===== config.mk =====
export PLATFORM = sky130hd
export DESIGN_NAME = lbs_strike_seq
export DESIGN_NICKNAME = d
export VERILOG_FILES = /design/src/design/lbs_pkg.sv /design/src/design/lbs_pin_sync.sv /design/src/design/lbs_gate_drive.sv /design/src/design/lbs_strike_seq.sv
export SDC_FILE = /design/constraint.sdc
export NUM_CORES = 1
export LEC_CHECK = 0
export BUFFER_PORTS_ARGS = -buffer_cell sky130_fd_sc_hd__buf_2
export CORE_MARGIN = 2
export CORE_UTILIZATION = 54
export CTS_CLUSTER_DIAMETER = 100
export DETAILED_ROUTE_END_ITERATION = 8
export PLACE_DENSITY = 0.78
export SYNTH_ARGS = -nofsm -noshare
export SYNTH_HDL_FRONTEND = slang
export SYNTH_SLANG_ARGS = --single-unit

===== constraint.sdc =====
create_clock -name i_clk_sys -period 4.2 [get_ports i_clk_sys]
set_input_delay 0.21 -clock i_clk_sys [delete_from_list [all_inputs] [get_ports i_clk_sys]]
set_output_delay 0.21 -clock i_clk_sys [all_outputs]
set_load 0.005 [all_outputs]

===== src/design/lbs_pkg.sv =====
// shared constants and types of the lamp ballast strike sequencer
package lbs_pkg;

    // system clock rate
    localparam int unsigned CLK_MHZ          = 250;
    localparam int unsigned CLK_KHZ          = CLK_MHZ * 1000;

    // timing integrator: recycle and preheat share one time base
    localparam int unsigned T_RECYCLE_MS     = 125;
    localparam int unsigned T_PREHEAT_MS     = 2000;
    localparam int unsigned PREHEAT_RATIO    = T_PREHEAT_MS / T_RECYCLE_MS;
    localparam int unsigned RECYCLE_CYC      = T_RECYCLE_MS * CLK_KHZ;
    localparam int unsigned T_BLANK_MS       = 10;
    localparam int unsigned BLANK_CYC        = T_BLANK_MS * CLK_KHZ;

    // sweep: half period grows by one cycle per step
    localparam int unsigned T_SWEEP_STEP_US  = 100;
    localparam int unsigned SWEEP_STEP_CYC   = T_SWEEP_STEP_US * CLK_MHZ;

    // dead time window, least rounds up, longest rounds down
    localparam int unsigned T_DT_MIN_NS      = 300;
    localparam int unsigned T_DT_MAX_NS      = 2500;
    localparam int unsigned DT_MIN_CYC       = (T_DT_MIN_NS * CLK_MHZ + 999)
                                               / 1000;
    localparam int unsigned DT_MAX_CYC       = (T_DT_MAX_NS * CLK_MHZ) / 1000;

    // attempts before full stop
    localparam int unsigned MAX_ATTEMPTS     = 4;

    // widths
    localparam int unsigned HALF_W           = 16;
    localparam int unsigned DT_W             = 10;
    localparam int unsigned INT_W            = 32;
    localparam int unsigned TICK_W           = 5;
    localparam int unsigned ATT_W            = 3;

    // reset values
    localparam logic [HALF_W-1:0] HALF_RST   = 16'h0000;
    localparam logic [INT_W-1:0]  INT_RST    = 32'h0000_0000;

    typedef enum logic [2:0] {
        ST_PREHEAT = 3'b000,
        ST_SWEEP   = 3'b001,
        ST_DWELL   = 3'b010,
        ST_BLANK   = 3'b011,
        ST_RUN     = 3'b100,
        ST_STOP    = 3'b101,
        ST_HOLD    = 3'b110
    } lbs_state_t;

    typedef enum logic [1:0] {
        GM_OFF     = 2'b00,
        GM_ALL_OFF = 2'b01,
        GM_ALT     = 2'b10
    } lbs_gate_mode_t;

endpackage


===== src/design/lbs_pin_sync.sv =====
// two-stage pin synchroniser with falling edge detect
`timescale 1ns/1ps
module lbs_pin_sync #(
    parameter logic INIT = 1'b0
) (
    input  wire logic i_clk_sys,
    input  wire logic i_rst,
    input  wire logic i_pin,
    output logic      o_level,
    output logic      o_fall
);
    logic meta_ff;
    logic sync_ff;
    logic prev_ff;
    logic nxt_meta;
    logic nxt_sync;
    logic nxt_prev;

    always_comb begin
        nxt_meta = i_pin;
        nxt_sync = meta_ff;
        nxt_prev = sync_ff;
    end

    always_ff @(posedge i_clk_sys) begin
        if (i_rst) begin
            meta_ff <= INIT;
            sync_ff <= INIT;
            prev_ff <= INIT;
        end else begin
            meta_ff <= nxt_meta;
            sync_ff <= nxt_sync;
            prev_ff <= nxt_prev;
        end
    end

    assign o_level = sync_ff;
    assign o_fall  = prev_ff & ~sync_ff;
endmodule


===== src/design/lbs_gate_drive.sv =====
// half-bridge gate driver: 50 % master clock with dead time
`timescale 1ns/1ps
module lbs_gate_drive (
    input  wire logic                          i_clk_sys,
    input  wire logic                          i_rst,
    input  wire lbs_pkg::lbs_gate_mode_t       i_mode,
    input  wire logic [lbs_pkg::HALF_W-1:0]    i_half_period,
    input  wire logic [lbs_pkg::DT_W-1:0]      i_dead_cyc,
    output logic                               o_high_side_gate_out,
    output logic                               o_low_side_gate_out
);
    import lbs_pkg::*;

    logic [HALF_W-1:0] hp_cnt_ff;
    logic              phase_ff;
    logic [DT_W-1:0]   dt_cnt_ff;
    logic              ho_ff;
    logic              lo_ff;
    logic [HALF_W-1:0] nxt_hp_cnt;
    logic              nxt_phase;
    logic [DT_W-1:0]   nxt_dt_cnt;
    logic              nxt_ho;
    logic              nxt_lo;
    logic              dt_done;

    always_comb begin
        nxt_hp_cnt = hp_cnt_ff;
        nxt_phase  = phase_ff;
        nxt_dt_cnt = dt_cnt_ff;
        dt_done    = 1'b0;
        nxt_ho     = 1'b0;
        nxt_lo     = 1'b0;
        case (i_mode)
            GM_ALT: begin
                // phase flips each half period; both gates dark first
                if (hp_cnt_ff + 16'h1 >= i_half_period) begin
                    nxt_hp_cnt = HALF_RST;
                    nxt_phase  = ~phase_ff;
                    nxt_dt_cnt = '0;
                end else begin
                    nxt_hp_cnt = hp_cnt_ff + 16'h1;
                    if (dt_cnt_ff < i_dead_cyc) begin
                        nxt_dt_cnt = dt_cnt_ff + 10'h1;
                    end
                end
                dt_done = (nxt_dt_cnt >= i_dead_cyc);
                nxt_ho  = nxt_phase & dt_done;
                nxt_lo  = ~nxt_phase & dt_done;
            end
            GM_ALL_OFF: begin
                nxt_hp_cnt = HALF_RST;
                nxt_phase  = 1'b1;
                nxt_dt_cnt = '0;
            end
            default: begin
                // off state keeps bootstrap charged via low side
                nxt_hp_cnt = HALF_RST;
                nxt_phase  = 1'b1;
                nxt_dt_cnt = '0;
                nxt_lo     = 1'b1;
            end
        endcase
    end

    always_ff @(posedge i_clk_sys) begin
        if (i_rst) begin
            hp_cnt_ff <= HALF_RST;
            phase_ff  <= 1'b1;
            dt_cnt_ff <= '0;
            ho_ff     <= 1'b0;
            lo_ff     <= 1'b1;
        end else begin
            hp_cnt_ff <= nxt_hp_cnt;
            phase_ff  <= nxt_phase;
            dt_cnt_ff <= nxt_dt_cnt;
            ho_ff     <= nxt_ho;
            lo_ff     <= nxt_lo;
        end
    end

    assign o_high_side_gate_out = ho_ff;
    assign o_low_side_gate_out  = lo_ff;
endmodule


===== src/design/lbs_strike_seq.sv =====
// top: lamp ballast preheat, sweep, strike and retry sequencer
`timescale 1ns/1ps
module lbs_strike_seq #(
    parameter int unsigned RECYCLE_CYC    = lbs_pkg::RECYCLE_CYC,
    parameter int unsigned PREHEAT_RATIO  = lbs_pkg::PREHEAT_RATIO,
    parameter int unsigned BLANK_CYC      = lbs_pkg::BLANK_CYC,
    parameter int unsigned SWEEP_STEP_CYC = lbs_pkg::SWEEP_STEP_CYC
) (
    input  wire logic                       i_clk_sys,
    input  wire logic                       i_rst,
    input  wire logic                       i_master_rst_n,
    input  wire logic                       i_strike_detect_in,
    input  wire logic [lbs_pkg::HALF_W-1:0] i_preheat_frequency_half,
    input  wire logic [lbs_pkg::HALF_W-1:0] i_sweep_end_frequency_half,
    input  wire logic [lbs_pkg::HALF_W-1:0] i_run_frequency_half,
    input  wire logic [lbs_pkg::DT_W-1:0]   i_dead_time_adjust,
    output logic                            o_high_side_gate_out,
    output logic                            o_low_side_gate_out,
    output logic                            o_stopped,
    output logic                            o_lamp_running
);
    import lbs_pkg::*;

    ////////////////////////////////////////////////////////////////////////
    // pin synchronisers

    logic mrst_lvl;
    logic strike_fall;

    // pin idles high so an open reset pin never holds the block
    lbs_pin_sync #(
        .INIT       (1'b1)
    ) u_mrst_sync (
        .i_clk_sys  (i_clk_sys),
        .i_rst      (i_rst),
        .i_pin      (i_master_rst_n),
        .o_level    (mrst_lvl),
        .o_fall     ()
    );

    // comparator output; any drop below low threshold is a strike
    lbs_pin_sync #(
        .INIT       (1'b0)
    ) u_strike_sync (
        .i_clk_sys  (i_clk_sys),
        .i_rst      (i_rst),
        .i_pin      (i_strike_detect_in),
        .o_level    (),
        .o_fall     (strike_fall)
    );

    ////////////////////////////////////////////////////////////////////////
    // sequencer state

    lbs_state_t        state_ff;
    lbs_state_t        nxt_state;
    logic [INT_W-1:0]  int_cnt_ff;
    logic [INT_W-1:0]  nxt_int_cnt;
    logic [TICK_W-1:0] tick_cnt_ff;
    logic [TICK_W-1:0] nxt_tick_cnt;
    logic [ATT_W-1:0]  attempts_ff;
    logic [ATT_W-1:0]  nxt_attempts;
    logic [HALF_W-1:0] cur_half_ff;
    logic [HALF_W-1:0] nxt_cur_half;
    logic [INT_W-1:0]  step_cnt_ff;
    logic [INT_W-1:0]  nxt_step_cnt;
    logic [DT_W-1:0]   dead_ff;
    logic [DT_W-1:0]   nxt_dead;
    logic              stopped_ff;
    logic              running_ff;
    logic              int_done;
    logic              blank_done;
    logic              step_done;
    logic              attempt_fail;
    lbs_gate_mode_t    gate_mode;

    // one integrator times recycle, preheat (as a multiple) and blanking
    assign int_done   = (int_cnt_ff >= INT_W'(RECYCLE_CYC - 1));
    assign blank_done = (int_cnt_ff >= INT_W'(BLANK_CYC - 1));
    assign step_done  = (step_cnt_ff >= INT_W'(SWEEP_STEP_CYC - 1));

    always_comb begin
        nxt_state    = state_ff;
        nxt_int_cnt  = int_cnt_ff + 32'h1;
        nxt_tick_cnt = tick_cnt_ff;
        nxt_attempts = attempts_ff;
        nxt_cur_half = cur_half_ff;
        nxt_step_cnt = step_cnt_ff + 32'h1;
        attempt_fail = 1'b0;
        case (state_ff)
            ST_PREHEAT: begin
                nxt_cur_half = i_preheat_frequency_half;
                if (int_done) begin
                    nxt_int_cnt = INT_RST;
                    if (tick_cnt_ff == TICK_W'(PREHEAT_RATIO - 1)) begin
                        nxt_tick_cnt = '0;
                        nxt_step_cnt = INT_RST;
                        nxt_state    = ST_SWEEP;
                    end else begin
                        nxt_tick_cnt = tick_cnt_ff + 5'h1;
                    end
                end
            end
            ST_SWEEP: begin
                if (strike_fall) begin
                    nxt_cur_half = i_run_frequency_half;
                    nxt_state    = ST_RUN;
                end else if (int_done) begin
                    attempt_fail = 1'b1;
                end else if (cur_half_ff >= i_sweep_end_frequency_half) begin
                    nxt_cur_half = i_sweep_end_frequency_half;
                    nxt_state    = ST_DWELL;
                end else if (step_done) begin
                    // frequency falls as the half period grows
                    nxt_step_cnt = INT_RST;
                    nxt_cur_half = cur_half_ff + 16'h1;
                end
            end
            ST_DWELL: begin
                // integrator runs on from attempt start, so dwell is
                // recycle time less whatever the sweep used
                if (strike_fall) begin
                    nxt_cur_half = i_run_frequency_half;
                    nxt_state    = ST_RUN;
                end else if (int_done) begin
                    attempt_fail = 1'b1;
                end
            end
            ST_BLANK: begin
                // strike edges are not looked at here
                if (blank_done) begin
                    nxt_int_cnt  = INT_RST;
                    nxt_step_cnt = INT_RST;
                    nxt_cur_half = i_preheat_frequency_half;
                    nxt_state    = ST_SWEEP;
                end
            end
            ST_RUN: begin
                nxt_int_cnt  = int_cnt_ff;
                nxt_step_cnt = step_cnt_ff;
                nxt_cur_half = i_run_frequency_half;
            end
            ST_STOP: begin
                nxt_int_cnt  = int_cnt_ff;
                nxt_step_cnt = step_cnt_ff;
            end
            ST_HOLD: begin
                nxt_int_cnt  = INT_RST;
                nxt_step_cnt = INT_RST;
                nxt_cur_half = i_preheat_frequency_half;
                if (mrst_lvl) begin
                    nxt_state = ST_SWEEP;
                end
            end
            default: begin
                nxt_state = ST_STOP;
            end
        endcase

        if (attempt_fail) begin
            nxt_int_cnt = INT_RST;
            if (attempts_ff == ATT_W'(MAX_ATTEMPTS - 1)) begin
                nxt_state = ST_STOP;
            end else begin
                nxt_attempts = attempts_ff + 3'h1;
                nxt_state    = ST_BLANK;
            end
        end

        // no filtering: even a one-cycle low after sync resets
        if (!mrst_lvl) begin
            nxt_state    = ST_HOLD;
            nxt_int_cnt  = INT_RST;
            nxt_tick_cnt = '0;
            nxt_attempts = '0;
        end
    end

    always_comb begin
        if (i_dead_time_adjust < DT_W'(DT_MIN_CYC)) begin
            nxt_dead = DT_W'(DT_MIN_CYC);
        end else if (i_dead_time_adjust > DT_W'(DT_MAX_CYC)) begin
            nxt_dead = DT_W'(DT_MAX_CYC);
        end else begin
            nxt_dead = i_dead_time_adjust;
        end
    end

    // supply restart: only this reset re-runs the preheat interval
    always_ff @(posedge i_clk_sys) begin
        if (i_rst) begin
            state_ff    <= ST_PREHEAT;
            int_cnt_ff  <= INT_RST;
            tick_cnt_ff <= '0;
            attempts_ff <= '0;
            cur_half_ff <= HALF_RST;
            step_cnt_ff <= INT_RST;
            dead_ff     <= DT_W'(DT_MIN_CYC);
            stopped_ff  <= 1'b0;
            running_ff  <= 1'b0;
        end else begin
            state_ff    <= nxt_state;
            int_cnt_ff  <= nxt_int_cnt;
            tick_cnt_ff <= nxt_tick_cnt;
            attempts_ff <= nxt_attempts;
            cur_half_ff <= nxt_cur_half;
            step_cnt_ff <= nxt_step_cnt;
            dead_ff     <= nxt_dead;
            stopped_ff  <= (nxt_state == ST_STOP);
            running_ff  <= (nxt_state == ST_RUN);
        end
    end

    ////////////////////////////////////////////////////////////////////////
    // gate outputs

    always_comb begin
        case (state_ff)
            ST_HOLD:  gate_mode = GM_ALL_OFF;
            ST_STOP:  gate_mode = GM_OFF;
            ST_BLANK: gate_mode = GM_OFF;
            default:  gate_mode = GM_ALT;
        endcase
    end

    lbs_gate_drive u_gate (
        .i_clk_sys            (i_clk_sys),
        .i_rst                (i_rst),
        .i_mode               (gate_mode),
        .i_half_period        (cur_half_ff),
        .i_dead_cyc           (dead_ff),
        .o_high_side_gate_out (o_high_side_gate_out),
        .o_low_side_gate_out  (o_low_side_gate_out)
    );

    assign o_stopped      = stopped_ff;
    assign o_lamp_running = running_ff;
endmodule


==> parameters.txt, run 1 <==
Parameter                              Value

Run status
  Result of the run    finished, final reports clean

STA
  Clock skew    0.00819 ns
  Number of hold violations in the final report    0
  Actual slew at the worst max-slew pin    1.02 ns
  Relative slew slack    32.1%
  Final sum of negative setup slack    0 ns
  Highest attainable clock frequency    252 MHz
  Final setup viols    0
  Final Max Tran Viols    0
  Final period utilization    94.6%
  Crit path time final    3.97 ns

Pwr
  NetSw    839 uW
  Switching power as a share of total power    26.1%
  Leakage power summed over all cells    0.00394 uW
  Flop pwr share    43.2%
  PD cells    342 mW/mm2
  Share of total power in combinational logic    12.3%
  Max IR drop VDD    0.000304 V
  Internal Power    2370 uW
  Clock power share    44.5%
  Post-route total power    3210 uW

Die
  Height of the chip    128 um
  I/O pins    66
  Site row count    45
  DIE WIDTH    128 um
  Core region area    0.0151 mm2
  Starting density of the core    54.8%
  Total Die Area    0.0163 mm2

Final layout
  Fill count    1300
  P&R area growth vs syn    13.3%
  Antenna fix cells    0
  Finished Layout Cells    1240
  Share of cells above drive strength 1    14.4%
  Total Nets Final    1162

Synthesis
  Cell types with the largest area share after synthesis    dfxtp_1 33%, ha_1 8.9%, xor2_1 5.4%, nor2_1 5.1%, xnor2_1 5.0%
  Share of synthesized flip-flops with an asynchronous set or reset    0%
  Largest family of logic cells by synthesized area    simple AND/OR/NAND/NOR gates
  Most used flip-flop cell after synthesis    dfxtp_1
  Simple-gate share of the synthesized area    24.2%
  Largest area contributor in the netlist    dfxtp_1
  Netlist area before placement    0.00827 mm2
  Syn. warnings    0
  Number of distinct library cells after synthesis    70
  Post-Synthesis Net Count    1106
  Post-synthesis instance total    985
  Fraction of synthesized cell area in xor and xnor cells    10.4%
  Number of enable-type register cells in the synthesized netlist    0
  Fraction of the mapped netlist area in compound gates    16.2%
  Area share of the leading cell type in the synthesized netlist    33.2%
  Mean Syn Cell Area    8.40 um2
  Area share of fa/ha/maj cells after synthesis    8.93%
  Share of cell area taken by muxes after synthesis    2.34%
  Yosys reg bits    137
  Share of the yosys chip area belonging to registers    33.2%

Worst hold path
  Min-delay worst type    input port to register
  Worst Hold Endpoint    dead_ff[3]
  Start point of the worst min-delay path    i_dead_time_adjust[3]
  Instance count along the most critical hold path    3

Worst setup path
  R2r startpoint    u_gate.hp_cnt_ff[1]
  WP buf/inv    1
  Startpoint types    register
  Data arrival time of the critical path    4.33 ns
  Critical path class    register to register
  Critical Path Fanout Max    13
  Required time of the critical path    4.56 ns
  Capture instance of the worst register-to-register path    u_gate.o_low_side_gate_out
  Depth of the worst register-to-register path    20
  Flop-to-flop setup slack    0.23 ns
  Family of cells with the greatest summed delay on the critical path    simple AND/OR/NAND/NOR gates
  Cells along the critical path    ha_2 -> nand3_1 -> nor2_2 -> and3_4 -> nand3_2 -> xnor2_2 -> ha_1 -> a211o_1 -> a21oi_1 -> o21ai_0 -> buf_4 -> or2_2 -> ha_1 -> nand2b_1 -> a211oi_2 -> o21a_1 -> o21ai_2 -> nand2_1 -> mux2_2 -> a21oi_1
  Critical path's slowest cell    dfxtp_1
  Crit path capture type    register
  Longest individual stage delay on the worst path    0.35 ns

Place
  Total half-perimeter wirelength after legalization and detailed placement    13800 um
  Global placement routability congestion    0.905
  Placed Instances    1207
  Count of input and output buffers    65

Clock network
  Clock tree from TritonCTS    built
  Clk slew on worst S/H paths    0.06 ns
  Total clock buffers created by CTS    17
  Post-CTS setup repair buffer count    0
  Clk root buf    clkbuf_16
  Number of clock sinks    137
  Buffer levels on the longest clock path    2
  Depth of the CTS H-tree    4
  Worst-skew pair later-pin latency    0.42 ns

GRT
  Overflow left after global routing    0
  Vias in the first global route    6675
  Overall global routing resource usage    24.0%
  Initial antenna violation count    0
  Global-route wire length before repair    31700 um
  Largest net degree at the start of global routing    32

Detailed routing
  Number of nets with antenna violations after detailed routing    0
  Count of routing violations after the opening detailed-route iteration    443
  Wirelength per Cell    15.6 um
  Detailed Routing Iterations Pass 1    5
  Remaining routing DRC violations    0
  Routed wire length    19400 um
  Count of vias placed by the detailed router    7083
  Number of vias per cell    5.71

Flow run
  Max capacitance violation total    0
[layer usage]
metal | vias to the layer above | wire (um) | part of all wire (%) | track usage [%]
met2 | 216 | 8650 | 45 | 37.8
met5 | - | 0 | 0 | 0
met1 | 3230 | 9080 | 47 | 32.7
li1 | 3603 | - | - | -
met4 | 0 | 458 | 2.4 | 8.34
met3 | 34 | 1210 | 6.2 | 5.05
[state kept, by name (all words and copies together) (netlist names)]
| signal | count |
|---|---|
| step_cnt_ff | 32 |
| u_gate.phase_ff | 1 |
| u_gate.hp_cnt_ff | 16 |
| u_strike_sync.prev_ff | 1 |
| state_ff | 3 |
| tick_cnt_ff | 5 |
| u_mrst_sync.o_level | 1 |
| u_strike_sync.o_level | 1 |
| u_gate.dt_cnt_ff | 10 |
| cur_half_ff | 16 |
| u_mrst_sync.meta_ff | 1 |
| o_stopped | 1 |
| attempts_ff | 3 |
| u_gate.o_high_side_gate_out | 1 |
| int_cnt_ff | 32 |
| u_gate.o_low_side_gate_out | 1 |
| u_strike_sync.meta_ff | 1 |
| dead_ff | 10 |
| o_lamp_running | 1 |
[worst register-to-register path, delay by kind of cell, from the launching register on]
kind	cells	cell delay, ns
AO/OA/AOI/OAI	7	1.07
XOR/XNOR	1	0.16
adder cells (fa/ha/maj)	3	0.77
buffers and inverters	1	0.19
flip-flops	1	0.35
multiplexers	1	0.26
AND/OR/NAND/NOR	7	1.10
[what timing repair did]
action | CTS | global route
resized for setup | 1 | 19
hold buffers | 2 | 1
pin swaps | 0 | 4
endpoints found under the setup margin | 1 | 2
hold endpoints to repair | 2 | 1
[cell families (layout without fill, tap and decap cells)]
family                     count (synthesis)  after routing
and+or+nand+nor                          396            396
AOI/OAI and AO/OA                        185            185
DFF                                      137            137
xor gates and xnor gates                  98             98
buffers and inverters                     91            158
adders and majority gates                 59             59
muxes                                     19             19
[cells in the final DEF (no fill, tap or decap), drive strengths merged, types with 47 or more instances in the layout]
master,Yosys,routed
a21oi,60,60
buf,16,72
dfxtp,137,137
ha,59,59
inv,53,55
nand2,70,70
nand3,56,56
nor2,116,116
xnor2,47,47
xor2,51,51
[power by group through the flow]
stage | sequential [uW] | combinational (uW) | clock [uW]
after floorplan | 1400 | 281 | 0
after global placement | 1410 | 374 | 0
after detailed placement | 1410 | 381 | 0
after CTS | 1390 | 386 | 1440
after global routing | 1390 | 440 | 1500
final | 1390 | 394 | 1430
[worst max path at each step]
stage	endpoint	from	depth (start not counted)
after detailed placement	u_gate.o_low_side_gate_out	u_gate.hp_cnt_ff[0]	20
after floorplan	u_gate.o_low_side_gate_out	u_gate.hp_cnt_ff[0]	22
after global placement	u_gate.o_low_side_gate_out	u_gate.hp_cnt_ff[0]	22
after global routing	u_gate.o_low_side_gate_out	u_gate.hp_cnt_ff[0]	20
final	u_gate.o_low_side_gate_out	u_gate.hp_cnt_ff[1]	20
after CTS	u_gate.o_low_side_gate_out	u_gate.hp_cnt_ff[0]	20
[synth_stat cells (5+ instances only)]
cell type,number
mux2i_1,16
xnor2_1,47
o21ai_0,23
inv_1,52
nand3_1,56
and2_1,6
buf_2,11
o21a_1,12
nand2b_1,15
nor4_1,8
a211oi_1,14
a21oi_1,57
ha_1,59
buf_6,5
dfxtp_1,137
and3_1,29
xor2_1,51
nand2_1,70
nor3_1,20
nand4_1,24
o31ai_1,6
nor2b_1,20
a222oi_1,9
a21o_1,10
or2_2,5
clkbuf_1,21
a211o_1,9
nor2_1,112
a211oi_2,10
and4_1,10
[cell type report]
class	instances	area, um2	area share [%]
Inverter	53	199	2.12
Clock buffer	20	467	4.98
Sequential cell	137	2740	29.3
Timing Repair Buffer	75	408	4.35
Multi-Input combinational cell	757	5220	55.7
Tap cell	188	235	2.51
Clock inverter	10	93.8	1.00
[metrics by stage]
step / instance area [um2] / setup slack, ns / util [%] / hold WS, ns
floorplan: 8270 / 0.193 / - / 0.311
global placement: 8700 / 0.172 / 57.6 / 0.402
detailed placement: 8700 / 0.00483 / 57.6 / 0.400
CTS: 9280 / 0.0370 / 61.5 / 0.00110
global route: 9370 / -0.0144 / 62.1 / 0.0214
finish: 9370 / 0.226 / 62.1 / 0.0120
Power figures use the tool's default switching activity.
==> run 2, diff against run 1 <==
CTS_BUF_LIST = sky130_fd_sc_hd__clkbuf_8   (was default)
==> parameters.txt, run 2 (synthesis results as in run 1) <==
Parameter                              Value

Run status
  Result of the run    finished, final reports clean

Final layout
  Commonest non-fill, non-tap cells in the layout    135 x dfxtp_1, 110 x nor2_1, 70 x nand2_1
  Most common library cell in the layout ignoring fill and taps    dfxtp_1
  Antenna fix cells    0 (unchanged)
  Finished Layout Cells    1243 (+0.24%)
  Util after Layout    61.0% (-1.1 points)
  P&R area growth vs syn    11.4%
  Total Nets Final    1165 (+0.26%)
  Share of cells above drive strength 1    14.5% (+0.054 points)
  Final Cell Area    0.00921 mm2 (-1.7%)
  Registers with the highest flip-flop counts    int_cnt_ff x32, step_cnt_ff x32
  Fill count    1313 (+1.0%)

GRT
  Overflow left after global routing    0 (unchanged)
  Vias in the first global route    6627 (-0.72%)
  Overall global routing resource usage    23.9% (-0.080 points)
  Initial antenna violation count    0 (unchanged)
  Largest net degree at the start of global routing    32 (unchanged)
  Global-route wire length before repair    31600 um (-0.28%)

Clock network
  Clk root buf    clkbuf_8
  Clock tree from TritonCTS    built
  Total clock buffers created by CTS    17 (unchanged)
  Post-CTS setup repair buffer count    0 (unchanged)
  Clk slew on worst S/H paths    0.08 ns (+0.02 ns)
  Buffer levels on the longest clock path    2 (unchanged)
  Number of clock sinks    137 (unchanged)
  Worst-skew pair later-pin latency    0.45 ns (+0.03 ns)
  Depth of the CTS H-tree    4 (unchanged)

Detailed routing
  Wirelength per Cell    15.5 um (-0.82%)
  Count of vias placed by the detailed router    7151 (+0.96%)
  Remaining routing DRC violations    0 (unchanged)
  Number of nets with antenna violations after detailed routing    0 (unchanged)
  Number of vias per cell    5.75 (+0.72%)
  Count of routing violations after the opening detailed-route iteration    504 (+14%)
  Detailed Routing Iterations Pass 1    5 (unchanged)
  Routed wire length    19300 um (-0.58%)

STA
  Final setup viols    0 (unchanged)
  Final Max Tran Viols    0 (unchanged)
  Relative slew slack    32.4% (+0.31 points)
  Setup WS post-layout    0.214 ns (-0.0123 ns)
  Final period utilization    94.9% (+0.29 points)
  Clock skew    0.00996 ns (+0.00177 ns)
  Crit path time final    3.99 ns (+0.0123 ns)
  Actual slew at the worst max-slew pin    1.01 ns (-0.00469 ns)
  Number of hold violations in the final report    0 (unchanged)
  Highest attainable clock frequency    251 MHz (-0.31%)

Worst setup path
  Total stage count of the critical path    20 (unchanged)
  Critical Path Fanout Max    13 (unchanged)
  R2r startpoint    u_gate.hp_cnt_ff[0]
  Critical path class    register to register
  Longest individual stage delay on the worst path    0.36 ns (about the same)
  Flop-to-flop setup slack    0.21 ns (about the same)
  Family of cells with the greatest summed delay on the critical path    simple AND/OR/NAND/NOR gates
  Crit path capture type    register
  Critical path's slowest cell    dfxtp_2
  Required time of the critical path    4.58 ns (+0.02 ns)
  WP buf/inv    1 (unchanged)
  Worst setup endpoint    u_gate.o_low_side_gate_out
  Depth of the worst register-to-register path    20 (unchanged)
  Cells along the critical path    ha_2 -> nand3_2 -> nor2_2 -> and3_2 -> nand3_2 -> xnor2_2 -> ha_1 -> a211o_1 -> a21oi_1 -> o21ai_0 -> buf_4 -> or2_2 -> ha_1 -> nand2b_1 -> a211oi_2 -> o21a_1 -> o21ai_2 -> nand2_1 -> mux2_2 -> a21oi_1
  Capture instance of the worst register-to-register path    u_gate.o_low_side_gate_out
  Startpoint types    register
  Crit path launch    u_gate.hp_cnt_ff[0]
  Data arrival time of the critical path    4.36 ns (+0.03 ns)

Worst hold path
  Min-delay worst type    input port to register

Pwr
  Leakage power summed over all cells    0.00387 uW (-1.7%)
  PD cells    305 mW/mm2 (-11%)
  Max IR drop VDD    0.000187 V (-38%)
  Post-route total power    2810 uW (-12%)

Place
  Setup Slack @ Placement    0.00483 ns (unchanged)
  Total half-perimeter wirelength after legalization and detailed placement    13800 um (unchanged)
  Global placement routability congestion    0.905 (unchanged)
  Placed Instances    1207 (unchanged)
  Count of input and output buffers    65 (unchanged)
  Cell area reported after detailed placement    0.00870 mm2 (unchanged)

Die
  Site row count    45 (unchanged)
  Core region area    0.0151 mm2 (unchanged)
  I/O pins    66 (unchanged)
  Total Die Area    0.0163 mm2 (unchanged)
  DIE WIDTH    128 um (unchanged)
  Starting density of the core    54.8% (unchanged)
  Height of the chip    128 um (unchanged)

Flow run
  Max capacitance violation total    0 (unchanged)
run 2: worst min path at each step:
stage	startpoint	depth (start not counted)	slack, ns	end
global placement	u_mrst_sync.meta_ff	1	0.40	u_mrst_sync.o_level
detailed placement	i_master_rst_n	2	0.40	u_mrst_sync.meta_ff
finish	i_dead_time_adjust[1]	3	0.01	dead_ff[1]
global route	i_dead_time_adjust[4]	2	0.01	dead_ff[4]
CTS	i_dead_time_adjust[1]	3	0.004	dead_ff[1]
floorplan	i_dead_time_adjust[0]	1	0.31	dead_ff[0]
run 2: stage by stage:
stage	TNS, ns	hold slack, ns
final	0	0.0137
after global routing	-0.0293	0.00971
after CTS	0	0.00439
after detailed placement	0	0.400
after global placement	0	0.402
after floorplan	0	0.311
run 2: cell type report:
cell class | instances | area, um2 | share of cell area (%)
sequential | 137 | 2750 | 29.8
multi-input combinational | 757 | 5230 | 56.7
timing repair buffer | 78 | 438 | 4.75
tap | 188 | 235 | 2.55
clock buffer | 20 | 275 | 2.99
clock inverter | 10 | 93.8 | 1.02
inverter | 53 | 199 | 2.16
run 2: timing repair:
| item | in CTS | in global routing |
|---|---|---|
| pin swaps | 0 | 3 |
| hold buffers | 6 | 0 |
| hold endpoints to repair | 6 | 0 |
| setup endpoints to repair | 1 | 2 |
| gates cloned | 0 | 0 |
| gates resized for setup | 3 | 18 |
run 2: per-layer routing:
metal,global-route usage (%),part of all wire (%)
met1,32.7,48
met2,37.6,45
met3,4.84,5.2
met4,8.47,2.4
met5,0,0
run 2: power breakdown:
| part | internal, uW | switching (uW) | total, uW |
|---|---|---|---|
| combinational | 176 | 219 | 396 |
| clock | 509 | 517 | 1030 |
| sequential | 1340 | 48.5 | 1390 |
| total | 2020 | 785 | 2810 |
run 2: worst register-to-register path, stage by stage (launching register included):
cell and delay (ns):
dfxtp_2 0.36, ha_2 0.21, nand3_2 0.10, nor2_2 0.15, and3_2 0.26, nand3_2 0.10
xnor2_2 0.15, ha_1 0.30, a211o_1 0.29, a21oi_1 0.14, o21ai_0 0.10, buf_4 0.19
or2_2 0.30, ha_1 0.26, nand2b_1 0.11, a211oi_2 0.07, o21a_1 0.20, o21ai_2 0.17
nand2_1 0.07, mux2_2 0.27, a21oi_1 0.12
==> run 3, diff against run 2 <==
SYNTH_HIERARCHICAL = 1   (was default)
==> parameters.txt, run 3 <==
Parameter                              Value

Detailed routing
  Count of vias placed by the detailed router    7229 (+1.1%)
  Count of routing violations after the opening detailed-route iteration    365 (-28%)
  Detailed Routing Iterations Pass 1    4 (-1)
  Number of vias per cell    5.68 (-1.3%)
  Routed wire length    18800 um (-2.5%)
  Remaining routing DRC violations    0 (unchanged)
  Wirelength per Cell    14.8 um (-4.8%)
  Number of nets with antenna violations after detailed routing    0 (unchanged)

Die
  Total Die Area    0.0162 mm2 (-0.75%)
  Height of the chip    127 um (-0.38%)
  Core region area    0.0150 mm2 (-0.37%)
  Starting density of the core    54.6% (-0.22 points)
  DIE WIDTH    127 um (-0.38%)
  Site row count    45 (unchanged)
  I/O pins    66 (unchanged)

Clock network
  Clk root buf    clkbuf_8
  Depth of the CTS H-tree    4 (unchanged)
  Total clock buffers created by CTS    17 (unchanged)
  Buffer levels on the longest clock path    2 (unchanged)
  Clk slew on worst S/H paths    0.07 ns (about the same)
  Number of clock sinks    137 (unchanged)
  Worst-skew pair later-pin latency    0.45 ns (about the same)
  Clock tree from TritonCTS    built

Place
  Total half-perimeter wirelength after legalization and detailed placement    13500 um (-1.9%)
  Global placement routability congestion    0.887 (-2.0%)
  Setup Slack @ Placement    0.240 ns (+0.235 ns)
  Count of input and output buffers    65 (unchanged)

STA
  Setup WS post-layout    0.359 ns (+0.145 ns)
  Highest attainable clock frequency    260 MHz (+3.8%)
  Final setup viols    0 (unchanged)
  Final sum of negative setup slack    0 ns (unchanged)
  Final Max Tran Viols    0 (unchanged)
  Relative slew slack    31.4% (-0.93 points)
  Final period utilization    91.5% (-3.4 points)
  Actual slew at the worst max-slew pin    1.03 ns (+0.0114 ns)
  Clock skew    0.0123 ns (+0.00237 ns)
  Number of hold violations in the final report    0 (unchanged)
  RSZ-0062 raised after global routing    no
  Crit path time final    3.84 ns (-0.145 ns)

Worst setup path
  Data arrival time of the critical path    4.16 ns (-0.20 ns)
  Family of cells with the greatest summed delay on the critical path    compound AO/OA/AOI/OAI gates
  Crit path capture type    register
  R2r startpoint    u_gate/hp_cnt_ff[0]
  Critical Path Fanout Max    7 (-6)
  Critical path class    register to register
  WP buf/inv    1 (unchanged)
  Critical path's slowest cell    o41ai_4
  Flop-to-flop setup slack    0.36 ns (+0.14 ns)
  Capture instance of the worst register-to-register path    u_gate/o_low_side_gate_out
  Crit path top cell by count    ha_1
  Cells along the critical path    ha_1 -> and3_1 -> and3_1 -> xor2_1 -> ha_1 -> nand4_1 -> o41ai_4 -> buf_4 -> nor2_1 -> ha_1 -> a2111o_1 -> a211oi_1 -> nor3_1 -> nor3_1 -> a211oi_1
  Depth of the worst register-to-register path    15 (-25%)
  Startpoint types    register
  Longest individual stage delay on the worst path    0.57 ns (+0.21 ns)
  Required time of the critical path    4.52 ns (-0.06 ns)

GRT
  Overflow left after global routing    0 (unchanged)
  Global-route wire length before repair    31500 um (-0.24%)
  Overall global routing resource usage    23.8% (-0.059 points)
  Vias in the first global route    6765 (+2.1%)
  Initial antenna violation count    0 (unchanged)
  Largest net degree at the start of global routing    34 (+6.3%)

Synthesis
  Syn. warnings    6 (+6)
  Post-synthesis instance total    1007 (+2.2%)
  Post-Synthesis Net Count    1128 (+2.0%)
  Netlist area before placement    0.00821 mm2 (-0.77%)
  Mean Syn Cell Area    8.15 um2 (-2.9%)

Final layout
  Most common library cell in the layout ignoring fill and taps    nor2_1
  Share of cells above drive strength 1    10.8% (-3.7 points)
  Antenna fix cells    0 (unchanged)
  P&R area growth vs syn    11.9%
  Registers with the highest flip-flop counts    int_cnt_ff x32, step_cnt_ff x32
  Commonest non-fill, non-tap cells in the layout    160 x nor2_1, 137 x dfxtp_1, 70 x nand2_1
  Total Nets Final    1195 (+2.6%)
  Util after Layout    61.1% (about the same)

Flow run
  Max capacitance violation total    0 (unchanged)

Pwr
  PD cells    319 mW/mm2 (+4.7%)
  Flop pwr share    47.6% (-1.7 points)
  Internal Power    2140 uW (+6.0%)
  NetSw    785 uW (about the same)
  Max IR drop VDD    0.000260 V (+39%)
  Switching power as a share of total power    26.8% (-1.2 points)
  Clock power share    37.8% (+1.2 points)
  Share of total power in combinational logic    14.6% (+0.5 points)
  Leakage power summed over all cells    0.00403 uW (+4.1%)

Worst hold path
  Start point of the worst min-delay path    i_dead_time_adjust[9]
  Min-delay worst type    input port to register
  Worst Hold Endpoint    dead_ff[9]
  Instance count along the most critical hold path    2 (-1)

Run status
  Result of the run    finished, final reports clean
==> run 3: cell types whose count changed in the layout (fill, tap and decap cells not counted), moves of 5 or more <==
cell      change
and3_1       +12
o21a_1        -6
o311a_1       +9
a21o_1        -5
o21ai_0       -5
a21oi_1      -12
nand3_1      -13
nor2b_1      +10
inv_1         +9
nor2_1       +50
a211oi_2      -9
a222oi_1      -9
mux2i_1       -5
==> run 3: timing repair <==
item                                   4_1_cts  5_1_grt
endpoints found under the hold margin        9        0
setup endpoints to repair                    0        1
buffers inserted                             0        1
gates resized for setup                      0        1
hold buffers                                 9        0
==> run 3: per-stage QoR <==
stage / cells / hold slack [ns] / area [um2] / power (uW)
global route: 1273 / 0.0360 / 9180 / 3080
finish: 1273 / 0.0408 / 9180 / 2930
CTS: 1272 / 0.0212 / 9170 / 2950
detailed placement: 1233 / 0.414 / 8670 / 1830
floorplan: 1007 / 0.282 / 8210 / 1710
global placement: 1233 / 0.394 / 8670 / 1820
==> run 3: area by class of cell <==
type | instances | area, um2
clock inverters | 10 | 129
multi-input cells | 777 | 5100
fillers | 1330 | 5850
flip-flops and latches | 137 | 2740
well taps | 188 | 235
repair buffers | 82 | 475
clock buffers | 20 | 275
inverters | 59 | 221
==> run 3: power by group through the flow <==
stage	Sequential (uW)	Clock, uW	Combinational [uW]
global route	1400	1200	479
global placement	1420	0	404
floorplan	1400	0	305
CTS	1390	1130	424
finish	1390	1110	427
detailed placement	1420	0	413
==> run 3: worst max-delay path by stage <==
stage                                    from                         end  depth (start not counted)
after global placement    u_gate/hp_cnt_ff[2]  u_gate/o_low_side_gate_out                         16
after detailed placement  u_gate/hp_cnt_ff[2]  u_gate/o_low_side_gate_out                         16
after global routing      u_gate/hp_cnt_ff[2]  u_gate/o_low_side_gate_out                         19
final                     u_gate/hp_cnt_ff[0]  u_gate/o_low_side_gate_out                         15
after CTS                 u_gate/hp_cnt_ff[2]  u_gate/o_low_side_gate_out                         16
after floorplan           u_gate/hp_cnt_ff[2]  u_gate/o_low_side_gate_out                         16
==> run 3: layer usage <==
metal | vias up | GRT usage [%] | share of wire (%)
met3 | 35 | 5.40 | 4.6
met4 | 0 | 9.24 | 2.3
met1 | 3377 | 30.8 | 47
li1 | 3658 | - | -
met2 | 159 | 38.8 | 47
met5 | - | 0 | 0
